### src/hw/swr_pkg.sv
// Constants, register map and types for the supervision watchdog and reset block
package swr_pkg;

	// Clock is 200 MHz
	localparam longint unsigned CLK_PERIOD_NS = 64'd5;

	// Times as specified, in microseconds
	localparam longint unsigned T_RST_PULSE_US = 64'd1000;
	localparam longint unsigned T_MS_TICK_US = 64'd1000;
	localparam longint unsigned T_STARTUP_PERIOD_US = 64'd320000;
	localparam longint unsigned T_STARTUP_LOW_US = 64'd2500;
	localparam longint unsigned T_WINDOW_BASE_US = 64'd2500;
	localparam longint unsigned T_WAKE_BASE_US = 64'd80000;
	localparam longint unsigned T_RETRY_US = 64'd1000000;

	// Least times, rounded up to whole cycles
	localparam longint unsigned RST_PULSE_CYC = (T_RST_PULSE_US * 64'd1000 + CLK_PERIOD_NS - 64'd1) / CLK_PERIOD_NS;
	localparam longint unsigned MS_TICK_CYC = (T_MS_TICK_US * 64'd1000 + CLK_PERIOD_NS - 64'd1) / CLK_PERIOD_NS;
	localparam longint unsigned STARTUP_PERIOD_CYC = (T_STARTUP_PERIOD_US * 64'd1000 + CLK_PERIOD_NS - 64'd1) / CLK_PERIOD_NS;
	localparam longint unsigned STARTUP_LOW_CYC = (T_STARTUP_LOW_US * 64'd1000 + CLK_PERIOD_NS - 64'd1) / CLK_PERIOD_NS;
	localparam longint unsigned WINDOW_BASE_CYC = (T_WINDOW_BASE_US * 64'd1000 + CLK_PERIOD_NS - 64'd1) / CLK_PERIOD_NS;
	localparam longint unsigned WAKE_BASE_CYC = (T_WAKE_BASE_US * 64'd1000 + CLK_PERIOD_NS - 64'd1) / CLK_PERIOD_NS;
	localparam longint unsigned RETRY_CYC = (T_RETRY_US * 64'd1000 + CLK_PERIOD_NS - 64'd1) / CLK_PERIOD_NS;

	// Timer width: longest wake interval is 80 ms shifted by 15
	localparam int CW = 40;
	localparam logic [2:0] STARTUP_TRIES = 3'h7;

	// Register bus
	localparam int AW = 4;
	localparam int DW = 16;
	localparam logic [AW-1:0] ADDR_REGULATOR_CTRL = 4'h0;
	localparam logic [AW-1:0] ADDR_WATCHDOG_CFG = 4'h1;
	localparam logic [AW-1:0] ADDR_OSC_TRIM = 4'h2;
	localparam logic [AW-1:0] ADDR_STATUS = 4'h3;
	localparam logic [AW-1:0] ADDR_WAKE_SRC = 4'h4;

	// regulator_control_reg fields
	localparam int RC_SLEEP_BIT = 0;
	localparam int RC_PERIPH_BIT = 1;
	localparam int RC_XCVR_BIT = 2;
	localparam int RC_UVSEL_BIT = 3;
	localparam int RC_STBY_BIT = 4;
	localparam int RC_IDF_BIT = 5;
	// watchdog_config_reg fields
	localparam int WC_WAKE_LSB = 0;
	localparam int WC_WIN_LSB = 4;
	localparam int WC_EN_BIT = 6;
	// status fields
	localparam int ST_THERM_LSB = 0;
	localparam int ST_WAKE_BIT = 3;
	localparam int ST_WINERR_BIT = 4;
	localparam int ST_ACKED_BIT = 5;
	localparam int ST_MODE_LSB = 6;
	localparam int ST_TRIES_LSB = 8;
	// wake source fields
	localparam int WS_EXT_BIT = 0;
	localparam int WS_TMR_BIT = 1;

	// Reset values and trim limits
	localparam logic [3:0] WAKE_SEL_RST = 4'h0;
	localparam logic [1:0] WIN_SEL_RST = 2'h0;
	localparam logic WD_EN_RST = 1'h1;
	localparam logic signed [5:0] TRIM_RST = 6'sh00;
	localparam logic signed [5:0] TRIM_MAX = 6'sh10;
	localparam logic signed [5:0] TRIM_MIN = 6'sh30;

	typedef enum logic [1:0] {
		MODE_STARTUP = 2'b00,
		MODE_WINDOW = 2'b01,
		MODE_SLEEP = 2'b10,
		MODE_WAKE_UV = 2'b11
	} swr_mode_e;

endpackage : swr_pkg

### src/hw/swr_cnt.sv
// Loadable down counter with zero flag
`timescale 1ns/1ps
`default_nettype none
module swr_cnt #(
	parameter int W = 40,
	parameter logic [W-1:0] INIT = '0
) (
	input wire logic clk,
	input wire logic sys_rst,
	input wire logic load,
	input wire logic [W-1:0] load_val,
	input wire logic run,
	output logic [W-1:0] count,
	output logic done
);
	typedef struct packed {
		logic [W-1:0] value;
	} swr_cnt_s;

	swr_cnt_s cnt_reg;
	swr_cnt_s cnt_next;

	always_comb begin
		cnt_next = cnt_reg;
		if (load) begin
			cnt_next.value = load_val;
		end else if (run && cnt_reg.value != '0) begin
			cnt_next.value = cnt_reg.value - W'(1);
		end
	end

	always_ff @(posedge clk) begin
		if (sys_rst) begin
			cnt_reg.value <= INIT;
		end else begin
			cnt_reg <= cnt_next;
		end
	end

	assign count = cnt_reg.value;
	assign done = (cnt_reg.value == '0);
endmodule : swr_cnt
`default_nettype wire

### src/hw/swr_supervisor.sv
// Watchdog, reset generation and sleep supervision of the regulator chip
// What this block does
// - Sleep: slow oscillator with watchdog or armed wake timer, else stopped
// - Standby and operation: fast oscillator, trimmable +-16%
// - Wake timer raises wakeup after programmed interval
// - Startup: 2.5 ms reset pulse every 320 ms
// - Seven unanswered startup periods force sleep
// - Host acknowledges inside programmable window
// - Missed or early acknowledge restarts startup
// - Battery power-on gives the default state
// - Host rail undervoltage asserts reset, keeps configuration
// - Internal reset pulse lasts 1 ms
// - Millisecond undervoltage sampling extends reset
// - Sleep request disables rails, no undervoltage reset
// - Wakeup with good rail resumes without reset after a requested sleep with startup acknowledged, else startup
// - Wakeup with low rail holds reset, then startup
// - External low on reset pin means host failure
// - Thermal warnings set flags and interrupt
// - Thermal shutdown switches off rails by level
// - Host rail returns on wakeup; 1 s retry after thermal shutdown when no wake source is configured
// - Low-current standby only after startup acknowledged
`timescale 1ns/1ps
`default_nettype none
module swr_supervisor #(
	parameter longint unsigned RST_PULSE_CYC = swr_pkg::RST_PULSE_CYC,
	parameter longint unsigned MS_TICK_CYC = swr_pkg::MS_TICK_CYC,
	parameter longint unsigned STARTUP_PERIOD_CYC = swr_pkg::STARTUP_PERIOD_CYC,
	parameter longint unsigned STARTUP_LOW_CYC = swr_pkg::STARTUP_LOW_CYC,
	parameter longint unsigned WINDOW_BASE_CYC = swr_pkg::WINDOW_BASE_CYC,
	parameter longint unsigned WAKE_BASE_CYC = swr_pkg::WAKE_BASE_CYC,
	parameter longint unsigned RETRY_CYC = swr_pkg::RETRY_CYC
) (
	input wire logic clk,
	input wire logic sys_rst,
	input wire logic battery_supply_ok,
	input wire logic host_rail_uv,
	input wire logic frame_ok,
	input wire logic wake_in,
	input wire logic [2:0] therm_warn,
	input wire logic therm_shut_mid,
	input wire logic therm_shut_high,
	input wire logic reset_out_n_i,
	output logic reset_out_n_o,
	output logic reset_out_n_oe_n,
	output logic interrupt_out_n,
	output logic host_supply_rail_en,
	output logic peripheral_supply_rail_en,
	output logic transceiver_supply_rail_en,
	output logic uv_thresh_low,
	output logic can_standby,
	output logic id_filter_en,
	output logic standby_low_current,
	output logic osc_run,
	output logic osc_slow,
	output logic [5:0] osc_trim,
	input wire logic [swr_pkg::AW-1:0] reg_addr,
	input wire logic [swr_pkg::DW-1:0] reg_wdata,
	input wire logic reg_wr,
	input wire logic reg_rd,
	output logic [swr_pkg::DW-1:0] reg_rdata
);
	localparam int CW = swr_pkg::CW;

	typedef struct packed {
		swr_pkg::swr_mode_e mode;
		logic [2:0] tries;
		logic acked;
		logic forced_sleep;
		logic therm_sleep;
		logic ext_hold;
		logic wake_armed;
		logic periph_en;
		logic xcvr_en;
		logic uv_sel;
		logic standby_req;
		logic idf_en;
		logic [3:0] wake_sel;
		logic [1:0] win_sel;
		logic wd_en;
		logic [5:0] trim;
		logic wake_ext_en;
		logic wake_tmr_en;
		logic [2:0] therm_flag;
		logic wake_flag;
		logic win_err;
		logic pin_prev;
		logic [swr_pkg::DW-1:0] rdata;
		logic rst_oe_n;
		logic int_n;
		logic host_en;
		logic periph_out;
		logic xcvr_out;
		logic can_stby;
		logic stby_lp;
		logic osc_on;
		logic osc_lo;
	} swr_state_s;

	swr_state_s state_reg;
	swr_state_s state_next;

	logic por;
	logic ph_ld;
	logic [CW-1:0] ph_val;
	logic [CW-1:0] ph_cnt;
	logic ph_done;
	logic pl_ld;
	logic [CW-1:0] pl_cnt;
	logic pl_done;
	logic ms_done;
	logic wk_ld;
	logic [CW-1:0] wk_val;
	logic [CW-1:0] wk_cnt;
	logic wk_done;
	logic wk_run;

	// Battery below power-on level holds everything in the default state
	assign por = sys_rst | ~battery_supply_ok;

	// Startup period and acknowledge window share one timer
	swr_cnt #(
		.W(CW),
		.INIT(CW'(STARTUP_PERIOD_CYC - 64'd1))
	) u_phase (
		.clk(clk),
		.sys_rst(por),
		.load(ph_ld),
		.load_val(ph_val),
		.run(1'b1),
		.count(ph_cnt),
		.done(ph_done)
	);

	swr_cnt #(
		.W(CW),
		.INIT('0)
	) u_pulse (
		.clk(clk),
		.sys_rst(por),
		.load(pl_ld),
		.load_val(CW'(RST_PULSE_CYC)),
		.run(1'b1),
		.count(pl_cnt),
		.done(pl_done)
	);

	// Free running 1 ms sampling tick
	swr_cnt #(
		.W(CW),
		.INIT('0)
	) u_ms (
		.clk(clk),
		.sys_rst(por),
		.load(ms_done),
		.load_val(CW'(MS_TICK_CYC - 64'd1)),
		.run(1'b1),
		.count(),
		.done(ms_done)
	);

	swr_cnt #(
		.W(CW),
		.INIT('0)
	) u_wake (
		.clk(clk),
		.sys_rst(por),
		.load(wk_ld),
		.load_val(wk_val),
		.run(wk_run),
		.count(wk_cnt),
		.done(wk_done)
	);

	always_comb begin
		logic sleeping;
		logic low_phase;
		logic [CW-1:0] win_len;
		logic win_open;
		logic wd_fail;
		logic pin_fall;
		logic sleep_req;
		logic enter_sleep;
		logic wake;
		logic stby_active;
		logic drive;
		logic signed [5:0] trim_w;
		state_next = state_reg;
		sleeping = (state_reg.mode == swr_pkg::MODE_SLEEP);
		ph_ld = 1'b0;
		ph_val = CW'(STARTUP_PERIOD_CYC - 64'd1);
		pl_ld = 1'b0;
		wk_ld = 1'b0;
		wk_val = CW'(WAKE_BASE_CYC) << state_reg.wake_sel;
		// Intervals are counted in clock cycles only
		wk_run = state_reg.wd_en | state_reg.therm_sleep;
		win_len = CW'(WINDOW_BASE_CYC) << state_reg.win_sel;
		// Reset low during the first part of each startup period
		low_phase = (state_reg.mode == swr_pkg::MODE_STARTUP) &&
			(ph_cnt > CW'(STARTUP_PERIOD_CYC - 64'd1 - STARTUP_LOW_CYC));
		// Timer counts 2T-1 down to 0; window is open for its second half
		win_open = (ph_cnt < win_len);
		wd_fail = 1'b0;
		sleep_req = reg_wr && reg_addr == swr_pkg::ADDR_REGULATOR_CTRL &&
			reg_wdata[swr_pkg::RC_SLEEP_BIT];
		enter_sleep = 1'b0;
		// Only a falling edge counts, so a slow external capacitor does not retrigger
		pin_fall = state_reg.pin_prev && !reset_out_n_i && state_reg.rst_oe_n;
		wake = sleeping && ((wake_in && state_reg.wake_ext_en) ||
			(wk_done && state_reg.wake_armed));
		stby_active = state_reg.standby_req && state_reg.acked &&
			state_reg.mode == swr_pkg::MODE_WINDOW;
		trim_w = $signed(reg_wdata[5:0]);
		state_next.pin_prev = reset_out_n_i;
		state_next.rdata = '0;

		if (reg_wr) begin
			unique case (reg_addr)
				swr_pkg::ADDR_REGULATOR_CTRL: begin
					state_next.periph_en = reg_wdata[swr_pkg::RC_PERIPH_BIT];
					state_next.xcvr_en = reg_wdata[swr_pkg::RC_XCVR_BIT];
					state_next.uv_sel = reg_wdata[swr_pkg::RC_UVSEL_BIT];
					state_next.standby_req = reg_wdata[swr_pkg::RC_STBY_BIT];
					state_next.idf_en = reg_wdata[swr_pkg::RC_IDF_BIT];
				end
				swr_pkg::ADDR_WATCHDOG_CFG: begin
					state_next.wake_sel = reg_wdata[swr_pkg::WC_WAKE_LSB +: 4];
					state_next.win_sel = reg_wdata[swr_pkg::WC_WIN_LSB +: 2];
					state_next.wd_en = reg_wdata[swr_pkg::WC_EN_BIT];
				end
				swr_pkg::ADDR_OSC_TRIM: begin
					// Trim is clamped to the supported span
					if (trim_w > swr_pkg::TRIM_MAX) begin
						state_next.trim = swr_pkg::TRIM_MAX;
					end else if (trim_w < swr_pkg::TRIM_MIN) begin
						state_next.trim = swr_pkg::TRIM_MIN;
					end else begin
						state_next.trim = trim_w;
					end
				end
				swr_pkg::ADDR_STATUS: begin
					state_next.therm_flag = state_reg.therm_flag &
						~reg_wdata[swr_pkg::ST_THERM_LSB +: 3];
					state_next.wake_flag = state_reg.wake_flag &
						~reg_wdata[swr_pkg::ST_WAKE_BIT];
					state_next.win_err = state_reg.win_err &
						~reg_wdata[swr_pkg::ST_WINERR_BIT];
				end
				swr_pkg::ADDR_WAKE_SRC: begin
					state_next.wake_ext_en = reg_wdata[swr_pkg::WS_EXT_BIT];
					state_next.wake_tmr_en = reg_wdata[swr_pkg::WS_TMR_BIT];
				end
				default: begin
				end
			endcase
		end

		if (reg_rd) begin
			unique case (reg_addr)
				swr_pkg::ADDR_REGULATOR_CTRL: begin
					state_next.rdata[swr_pkg::RC_PERIPH_BIT] = state_reg.periph_en;
					state_next.rdata[swr_pkg::RC_XCVR_BIT] = state_reg.xcvr_en;
					state_next.rdata[swr_pkg::RC_UVSEL_BIT] = state_reg.uv_sel;
					state_next.rdata[swr_pkg::RC_STBY_BIT] = state_reg.standby_req;
					state_next.rdata[swr_pkg::RC_IDF_BIT] = state_reg.idf_en;
				end
				swr_pkg::ADDR_WATCHDOG_CFG: begin
					state_next.rdata[swr_pkg::WC_WAKE_LSB +: 4] = state_reg.wake_sel;
					state_next.rdata[swr_pkg::WC_WIN_LSB +: 2] = state_reg.win_sel;
					state_next.rdata[swr_pkg::WC_EN_BIT] = state_reg.wd_en;
				end
				swr_pkg::ADDR_OSC_TRIM: begin
					state_next.rdata[5:0] = state_reg.trim;
				end
				swr_pkg::ADDR_STATUS: begin
					state_next.rdata[swr_pkg::ST_THERM_LSB +: 3] = state_reg.therm_flag;
					state_next.rdata[swr_pkg::ST_WAKE_BIT] = state_reg.wake_flag;
					state_next.rdata[swr_pkg::ST_WINERR_BIT] = state_reg.win_err;
					state_next.rdata[swr_pkg::ST_ACKED_BIT] = state_reg.acked;
					state_next.rdata[swr_pkg::ST_MODE_LSB +: 2] = state_reg.mode;
					state_next.rdata[swr_pkg::ST_TRIES_LSB +: 3] = state_reg.tries;
				end
				swr_pkg::ADDR_WAKE_SRC: begin
					state_next.rdata[swr_pkg::WS_EXT_BIT] = state_reg.wake_ext_en;
					state_next.rdata[swr_pkg::WS_TMR_BIT] = state_reg.wake_tmr_en;
				end
				default: begin
				end
			endcase
		end

		// Hardware sets win over software clears
		state_next.therm_flag = state_next.therm_flag | therm_warn;

		// Wake timer in standby raises a wake condition each interval
		if (stby_active && state_reg.wake_tmr_en) begin
			if (wk_done) begin
				wk_ld = 1'b1;
				state_next.wake_armed = 1'b1;
				if (state_reg.wake_armed) begin
					state_next.wake_flag = 1'b1;
				end
			end
		end else if (!sleeping) begin
			state_next.wake_armed = 1'b0;
		end

		unique case (state_reg.mode)
			swr_pkg::MODE_STARTUP: begin
				if (frame_ok) begin
					state_next.mode = swr_pkg::MODE_WINDOW;
					state_next.acked = 1'b1;
					state_next.tries = '0;
					ph_ld = 1'b1;
					ph_val = (win_len << 1) - CW'(1);
				end else if (ph_done) begin
					if (state_reg.tries == swr_pkg::STARTUP_TRIES - 3'h1) begin
						enter_sleep = 1'b1;
						state_next.forced_sleep = 1'b1;
					end else begin
						state_next.tries = state_reg.tries + 3'h1;
						ph_ld = 1'b1;
					end
				end
			end
			swr_pkg::MODE_WINDOW: begin
				if (frame_ok) begin
					if (win_open) begin
						ph_ld = 1'b1;
						ph_val = (win_len << 1) - CW'(1);
					end else begin
						wd_fail = 1'b1;
					end
				end else if (ph_done) begin
					wd_fail = 1'b1;
				end
			end
			swr_pkg::MODE_SLEEP: begin
				if (wake) begin
					state_next.ext_hold = 1'b0;
					state_next.wake_armed = 1'b0;
					state_next.forced_sleep = 1'b0;
					state_next.therm_sleep = 1'b0;
					state_next.tries = '0;
					ph_ld = 1'b1;
					if (host_rail_uv) begin
						state_next.mode = swr_pkg::MODE_WAKE_UV;
					end else if (state_reg.forced_sleep || state_reg.therm_sleep ||
						!state_reg.acked) begin
						state_next.mode = swr_pkg::MODE_STARTUP;
					end else begin
						state_next.mode = swr_pkg::MODE_WINDOW;
						ph_val = (win_len << 1) - CW'(1);
					end
				end
			end
			swr_pkg::MODE_WAKE_UV: begin
				ph_ld = 1'b1;
				if (!host_rail_uv) begin
					state_next.mode = swr_pkg::MODE_STARTUP;
				end
			end
		endcase

		// External low on the pin: pulse or hold until wakeup
		if (pin_fall) begin
			if (state_reg.wd_en) begin
				pl_ld = 1'b1;
			end else begin
				state_next.ext_hold = 1'b1;
			end
			if (state_reg.mode == swr_pkg::MODE_WINDOW) begin
				wd_fail = 1'b1;
			end
		end

		if (wd_fail) begin
			state_next.mode = swr_pkg::MODE_STARTUP;
			state_next.tries = '0;
			state_next.acked = 1'b0;
			state_next.win_err = 1'b1;
			ph_ld = 1'b1;
			ph_val = CW'(STARTUP_PERIOD_CYC - 64'd1);
		end

		// Rail sampled each millisecond stretches the pulse by up to 1 ms
		if (ms_done && host_rail_uv && !sleeping) begin
			pl_ld = 1'b1;
		end

		if (therm_shut_mid) begin
			state_next.periph_en = 1'b0;
			state_next.xcvr_en = 1'b0;
		end

		if (sleep_req && state_reg.mode != swr_pkg::MODE_WAKE_UV) begin
			enter_sleep = 1'b1;
		end

		if (therm_shut_high && !sleeping) begin
			enter_sleep = 1'b1;
			state_next.therm_sleep = 1'b1;
		end

		if (enter_sleep) begin
			state_next.mode = swr_pkg::MODE_SLEEP;
			state_next.wake_armed = 1'b0;
			if (state_reg.wake_tmr_en && state_reg.wd_en) begin
				wk_ld = 1'b1;
				state_next.wake_armed = 1'b1;
			end else if (therm_shut_high && !state_reg.wake_ext_en) begin
				// No wake source configured: arm a retry so the host rail returns
				wk_ld = 1'b1;
				wk_val = CW'(RETRY_CYC);
				state_next.wake_armed = 1'b1;
			end
		end

		// Undervoltage reset is not generated while asleep
		drive = !pl_done || low_phase || (host_rail_uv && !sleeping) ||
			state_reg.mode == swr_pkg::MODE_WAKE_UV || state_reg.ext_hold;
		state_next.rst_oe_n = !drive;
		state_next.int_n = !(|state_next.therm_flag);
		state_next.host_en = state_next.mode != swr_pkg::MODE_SLEEP;
		state_next.periph_out = state_next.periph_en &&
			state_next.mode != swr_pkg::MODE_SLEEP;
		state_next.xcvr_out = state_next.xcvr_en && state_next.mode != swr_pkg::MODE_SLEEP;
		state_next.can_stby = !state_next.xcvr_out;
		state_next.stby_lp = stby_active;
		// Oscillator stops in sleep unless a timer needs it
		state_next.osc_lo = (state_next.mode == swr_pkg::MODE_SLEEP) &&
			(state_next.wd_en || state_next.wake_armed);
		state_next.osc_on = (state_next.mode != swr_pkg::MODE_SLEEP) ||
			state_next.osc_lo;
	end

	always_ff @(posedge clk) begin
		if (por) begin
			state_reg <= '0;
			state_reg.mode <= swr_pkg::MODE_STARTUP;
			state_reg.wake_sel <= swr_pkg::WAKE_SEL_RST;
			state_reg.win_sel <= swr_pkg::WIN_SEL_RST;
			state_reg.wd_en <= swr_pkg::WD_EN_RST;
			state_reg.trim <= swr_pkg::TRIM_RST;
			state_reg.pin_prev <= 1'b1;
			state_reg.rst_oe_n <= 1'b1;
			state_reg.int_n <= 1'b1;
			state_reg.host_en <= 1'b1;
			state_reg.can_stby <= 1'b1;
			state_reg.osc_on <= 1'b1;
		end else begin
			state_reg <= state_next;
		end
	end

	// Pin level is always low; only the enable moves it
	assign reset_out_n_o = 1'b0;
	assign reset_out_n_oe_n = state_reg.rst_oe_n;
	assign interrupt_out_n = state_reg.int_n;
	assign host_supply_rail_en = state_reg.host_en;
	assign peripheral_supply_rail_en = state_reg.periph_out;
	assign transceiver_supply_rail_en = state_reg.xcvr_out;
	assign uv_thresh_low = state_reg.uv_sel;
	assign can_standby = state_reg.can_stby;
	assign id_filter_en = state_reg.idf_en;
	assign standby_low_current = state_reg.stby_lp;
	assign osc_run = state_reg.osc_on;
	assign osc_slow = state_reg.osc_lo;
	assign osc_trim = state_reg.trim;
	assign reg_rdata = state_reg.rdata;
endmodule : swr_supervisor
`default_nettype wire

### config.mk
export PLATFORM = sky130hd
export DESIGN_NAME = swr_supervisor
export DESIGN_NICKNAME = d
export VERILOG_FILES = /design/src/hw/swr_pkg.sv /design/src/hw/swr_cnt.sv /design/src/hw/swr_supervisor.sv
export SDC_FILE = /design/constraint.sdc
export NUM_CORES = 1
export LEC_CHECK = 0
export BUFFER_PORTS_ARGS = -buffer_cell sky130_fd_sc_hd__buf_2
export CAP_MARGIN = 20
export CELL_PAD_IN_SITES_DETAIL_PLACEMENT = 1
export CELL_PAD_IN_SITES_GLOBAL_PLACEMENT = 1
export CORE_MARGIN = 1
export CORE_UTILIZATION = 50
export DETAILED_ROUTE_END_ITERATION = 8
export GPL_TIMING_DRIVEN = 0
export PLACE_DENSITY = 0.82
export SYNTH_ARGS = -nofsm -noshare
export SYNTH_HDL_FRONTEND = slang
export SYNTH_SLANG_ARGS = --single-unit
### constraint.sdc
create_clock -name clk -period 7.43 [get_ports clk]
set_clock_uncertainty 0.1 [all_clocks]
set_input_delay 0.3715 -clock clk [delete_from_list [all_inputs] [get_ports clk]]
set_output_delay 0.3715 -clock clk [all_outputs]
set_load 0.01 [all_outputs]
Word level (Yosys, flattened, before mapping)
Index checks and enable logic that the tools add are counted.

Register bits after elaboration: 221. Bits in latches: 0. RAM bits: 0. Bits in read-only memories: 0. Output and inout port bits: 34. Word-level logic and storage cells: 247. Memories kept: 0.

Add/subtract/negate cells: 6. $mul: 0. Div/mod/pow operators: 0. Magnitude comparators: 4. Eq/ne operators: 17. Shifts and indexed selects: 2. Multiplexer cells: 93. Bitwise gates (word level): 12. Reduce and logical (&&, ||, !) cells: 73.

Operator list (number): $mux W40 (14); $sub A40 B1 Y40 const B (5); $logic_not A40 Y1 (4); $reduce_bool A40 Y1 (4); $pmux W40 S3 (1); $mux W18 (4); $mux W1 (46); $gt A40 B26 Y1 const B (1); $lt A40 B40 Y1 (1); $shl A19 B2 Y40 const A (1); $shl A24 B4 Y40 const A (1); $mux W25 (1); $mux W6 (4); $logic_and A1 B1 Y1 (22); $reduce_bool A2 Y1 (9); $pmux W4 S4 (1); $mux W5 (3); $reduce_and A2 Y1 (7); $mux W2 (6); $mux W3 (4); $logic_or A1 B1 Y1 (9); $eq A4 B2 Y1 const B (2); $logic_not A1 Y1 (8); $ne A2 B2 Y1 const B (4); 29 further kinds (45).

Logic depth before layout (Yosys ltp)
Word-level depth: 12. Mapped depth: 12.

By module
A second synthesis with hierarchy kept.

Cells, all modules: 1681. Area, all modules: 13635.6 µm².

By module, submodules not included: swr_cnt (u_ms ...) (instances 3, cells an instance 298, area each 2406.1 µm²); swr_supervisor (instances 1, cells an instance 476, area each 3866.2 µm²); swr_cnt (u_phase) (instances 1, cells an instance 311, area each 2551.2 µm²).

Least setup slack after synthesis
No wires, ideal clock.

Path type: register to register. From: register u_phase.cnt_reg (netlist bit u_phase.count[10]). To: register u_phase.cnt_reg (netlist bit u_phase.count[35]). Arrival: 3204 ps. Data required time: 7263 ps. Path slack: 4059 ps. Cell stages (with the launch flop): 9. Path buffers: 1. Clock period less this slack: 3371 ps. Cells stage by stage: dfxtp_1 or4_4 or3_1 buf_6 or4_4 or4_4 or4_1 or3_1 a21oi_2.

Word-level cells in the longest chain between the ends: 8.

Ends and longest elaborated chain: from (decl) (RTL line swr_cnt.sv:20) `swr_cnt_s cnt_reg;`; from (signal assigned) (RTL line swr_cnt.sv:36) `cnt_reg <= cnt_next;`; $lt A40 B40 Y1 / $logic_not A40 Y1 (equally long branches) (RTL line swr_supervisor.sv:201, swr_cnt.sv:41); $mux W1 (on tied branches) (RTL line swr_supervisor.sv:327, swr_supervisor.sv:333); $mux W1 (RTL line swr_supervisor.sv:326) `if (frame_ok) begin`; $mux W1 (RTL line swr_supervisor.sv:307) `unique case (state_reg.mode)`; $mux W1 (RTL line swr_supervisor.sv:371) `if (state_reg.mode == swr_pkg::MODE_WINDOW) begin`; $mux W1 (RTL line swr_supervisor.sv:365) `if (pin_fall) begin`; $mux W40 / $mux W1 (equally long branches) (RTL line swr_supervisor.sv:376) `if (wd_fail) begin`; $mux W40 / $reduce_bool A2 Y1 (equally long branches).

Several ways; a longest one is shown, not always the timed one. The select of a mux whose other input is x is not followed. A chain may end at the register's enable or synchronous reset.

Worst setup path after layout
From: register u_wake.cnt_reg (netlist bit u_wake.count[28]). To: register u_phase.cnt_reg (netlist bit u_phase.count[13]).

Word-level cells in the longest chain between the ends: 8.

Ends and longest elaborated chain: from (decl) (RTL line swr_cnt.sv:20); from (signal assigned) (RTL line swr_cnt.sv:36); $logic_not A40 Y1 * (RTL line swr_cnt.sv:41) `assign done = (cnt_reg.value == '0);`; $logic_and A1 B1 Y1 * (RTL line swr_supervisor.sv:209) `(wk_done && state_reg.wake_armed));`; $logic_or A1 B1 Y1 * (RTL line swr_supervisor.sv:208) `wake = sleeping && ((wake_in && state_reg.wake_ext_en) ||`; $logic_and A1 B1 Y1 * (RTL line swr_supervisor.sv:208); $mux W1 / $mux W40 (equally long branches) (RTL line swr_supervisor.sv:338) `if (wake) begin`; $pmux W1 S4 / $pmux W40 S3 (equally long branches) (RTL line swr_supervisor.sv:307); $mux W1 / $mux W40 (equally long branches) (RTL line swr_supervisor.sv:376); $mux W40 / $reduce_bool A2 Y1 (equally long branches).

Every way passes the cells marked *; elsewhere a longest branch is shown, timed or not.

==> run metrics <==
dpl hpwl=25200 um; crit start category=flop; Tmin final=4.60 ns; critical path data arrival time=4.89 ns; Die Y=152 um; HP Class=input port to flop; largest net degree at the start of global routing=14; largest stage delay on the critical path=0.75 ns; most common cell after layout, fill and taps aside=dfxtp_1; Antenna Violating Nets Remaining=0; worst hold slack=0.0203 ns; Seq. cell area=4320 um2; CTS Buffer Depth=3; Crit Path Category=flop to flop; DR pass1 iterations=4; aggregate global-route resource usage=31.1%; FFs w/ async S/R, synth=0%; Via Count=10.4k; CP Buf/Inv Count=1; # port buffers=51; CORE AREA=21900 um2; WL/cell=20.2 um; drt drc=0; final hold vios=0; Slew headroom=27.5%; Distinct cells, synth=70; initial antenna violation count=1; Starting DRT DRC Count=599; leakage=4.96 nW; fin crit share=61.9%; Nets=1507; setup_tns=0 ns; area grow syn2layout=13.9%; reg2reg start=u_wake.count[28]$_SDFFE_PP0P_; Max Cap Viol=0; Initial Util=51.2%; worst path cell trace=nor4_1 > nand3_1 > nor4_1 > a221oi_1 > or2_2 > o221ai_1 > clkbuf_1 > nor2_1; Worst EP required=7.72 ns; Power per Cell Area=409 nW/um2; WL final=35100 um; Seq/Total Area, Yosys=38.6%; Clock Pin Slew Worst Setup and Hold Paths=0.06 ns; Root Buffer=clkbuf_16; PostCTS Resize Cnt=0; RSZ-0062 raised after global routing=no; Worst-Margin Slew=1.09 ns; Mapped Avg Cell Area=8.29 um2; Seq cells post-synth=216; status=finished clean; GRT Residual Overflow=0; delay-heaviest family, CP=simple AND/OR/NAND/NOR gates; layout filler cell count=2683; most used cell, CP=nor4_1; most frequent cells in the layout=dfxtp_1 (216), nor2_1 (189), nand2_1 (103); number of synthesized flops with an enable pin=0; Main synth FF type=dfxtp_1; vias in the first global route=10.4k; Vias/cell=5.96; H-tree levels=1; CTS tree=yes; clk_lat worst skew=0.54 ns; Max FO, Critical Path=10; gpl congestion=0.938; Slowest cell on crit path=nor4_1; Pins Over Slew Limit=0; Netlist Area Pre-Place=11200 um2; Rows=54; post-CTS setup repair buffer count=0; clk sinks=216; die span in x=152 um; f_max=0.217 GHz; CP startpoint=u_wake.count[28]$_SDFFE_PP0P_; HP Start=host_rail_uv; Syn Inst Count=1352; final setup fails=0; layout cells sized above 1=9.75%; Die ar.=23000 um2; maximum vdd drop=0.294 mV; cts bufs inserted=25; Synthesis Warnings=0; area occupied by multi-input gates=6400 um2; first-pass GRT wire length=55900 um; I/O pin count=68; crit end category=flop
[worst paths after layout]
| kind | to | slack [ns] | depth (start not counted) |
|---|---|---|---|
| worst max-delay path | u_phase.count[13]$_SDFFE_PP0P_ | 2.83 | 8 |
| worst min-delay path | state_reg[60]$_SDFF_PP0_ | 0.02 | 3 |
| worst max register to register | u_phase.count[13]$_SDFFE_PP0P_ | 2.83 | 8 |
| worst min register to register | u_ms.count[0]$_SDFF_PP0_ | 0.39 | 1 |
[worst min-delay path, stage by stage]
cell and delay, ns:
buf_2 0.12, nand2_1 0.06, a21oi_1 0.06
[synth_stat cells, types with 6 or more instances]
cell type / count / area, um2
or3_1: 36 / 225
nand2b_1: 20 / 125
nand2_1: 103 / 387
o22ai_1: 6 / 37.5
nor3_1: 65 / 325
nand3_1: 32 / 160
inv_1: 30 / 113
nor2_1: 189 / 709
a21oi_1: 78 / 390
buf_1: 7 / 26.3
ha_1: 35 / 438
clkbuf_1: 42 / 158
o21ai_0: 55 / 275
xnor2_1: 80 / 701
a221oi_1: 9 / 78.8
dfxtp_1: 216 / 4320
mux2i_1: 24 / 240
o31ai_1: 12 / 90.1
o21a_1: 7 / 52.6
xor2_1: 52 / 455
buf_4: 23 / 173
or2_2: 8 / 50.1
nand3b_1: 12 / 90.1
and3_1: 10 / 62.6
nand4_1: 14 / 87.6
and2_1: 8 / 50.1
or4_1: 26 / 195
nor4_1: 38 / 238
nor2b_1: 10 / 62.6
a211oi_1: 15 / 113
a31oi_1: 9 / 56.3
[report_power, final]
part	internal, W	leakage, nW	switching, W	total (W)
Sequential	0.00135	1.75	0.000183	0.00154
Combinational	0.000914	2.75	0.00141	0.00232
Clock	0.000856	0.454	0.000511	0.00137
[final cells by class]
type | count | area share (%)
Tap cell | 280 | 2.74
Clock inverter | 15 | 1.82
Buffer | 76 | 3.00
Timing Repair Buffer | 54 | 2.18
Multi-Input combinational cell | 1035 | 50.2
Sequential cell | 216 | 33.9
Clock buffer | 31 | 5.31
Antenna cell | 2 | 0.0392
Inverter | 30 | 0.882
[what timing repair did]
| action | in CTS | in global routing |
|---|---|---|
| endpoints found under the hold margin | 1 | 0 |
| setup endpoints to repair | 0 | 0 |
| hold buffers | 1 | 0 |
[per-stage QoR]
stage	utilization (%)	cell area, um2	cells	worst slack, ns	power, W
6_report	58.3	12800	1739	2.83	0.00522
5_1_grt	58.3	12800	1737	2.49	0.00559
4_1_cts	58.3	12800	1736	2.79	0.00524
3_5_place_dp	54.1	11800	1689	2.81	0.00383
3_3_place_gp	54.0	11800	1688	2.91	0.00373
2_1_floorplan	-	11200	1357	4.06	0.00330
[layer usage]
| layer | track usage (%) | part of all wire (%) |
|---|---|---|
| met5 | 0 | 0 |
| met4 | 10.0 | 3.0 |
| met3 | 4.97 | 5.5 |
| met2 | 50.3 | 46 |
| met1 | 42.0 | 46 |
[cells by family after synthesis]
family          count (synthesis)  share of synthesized area (%)
other cells                     1                         0.0335
mux                            25                           2.35
compound gates                242                           13.7
buf+inv                       106                           4.42
flops                         216                           38.6
simple gates                  595                           26.6
fa+ha+maj                      35                           3.91
xor+xnor                      132                           10.3
Power figures use the tool's default switching activity.
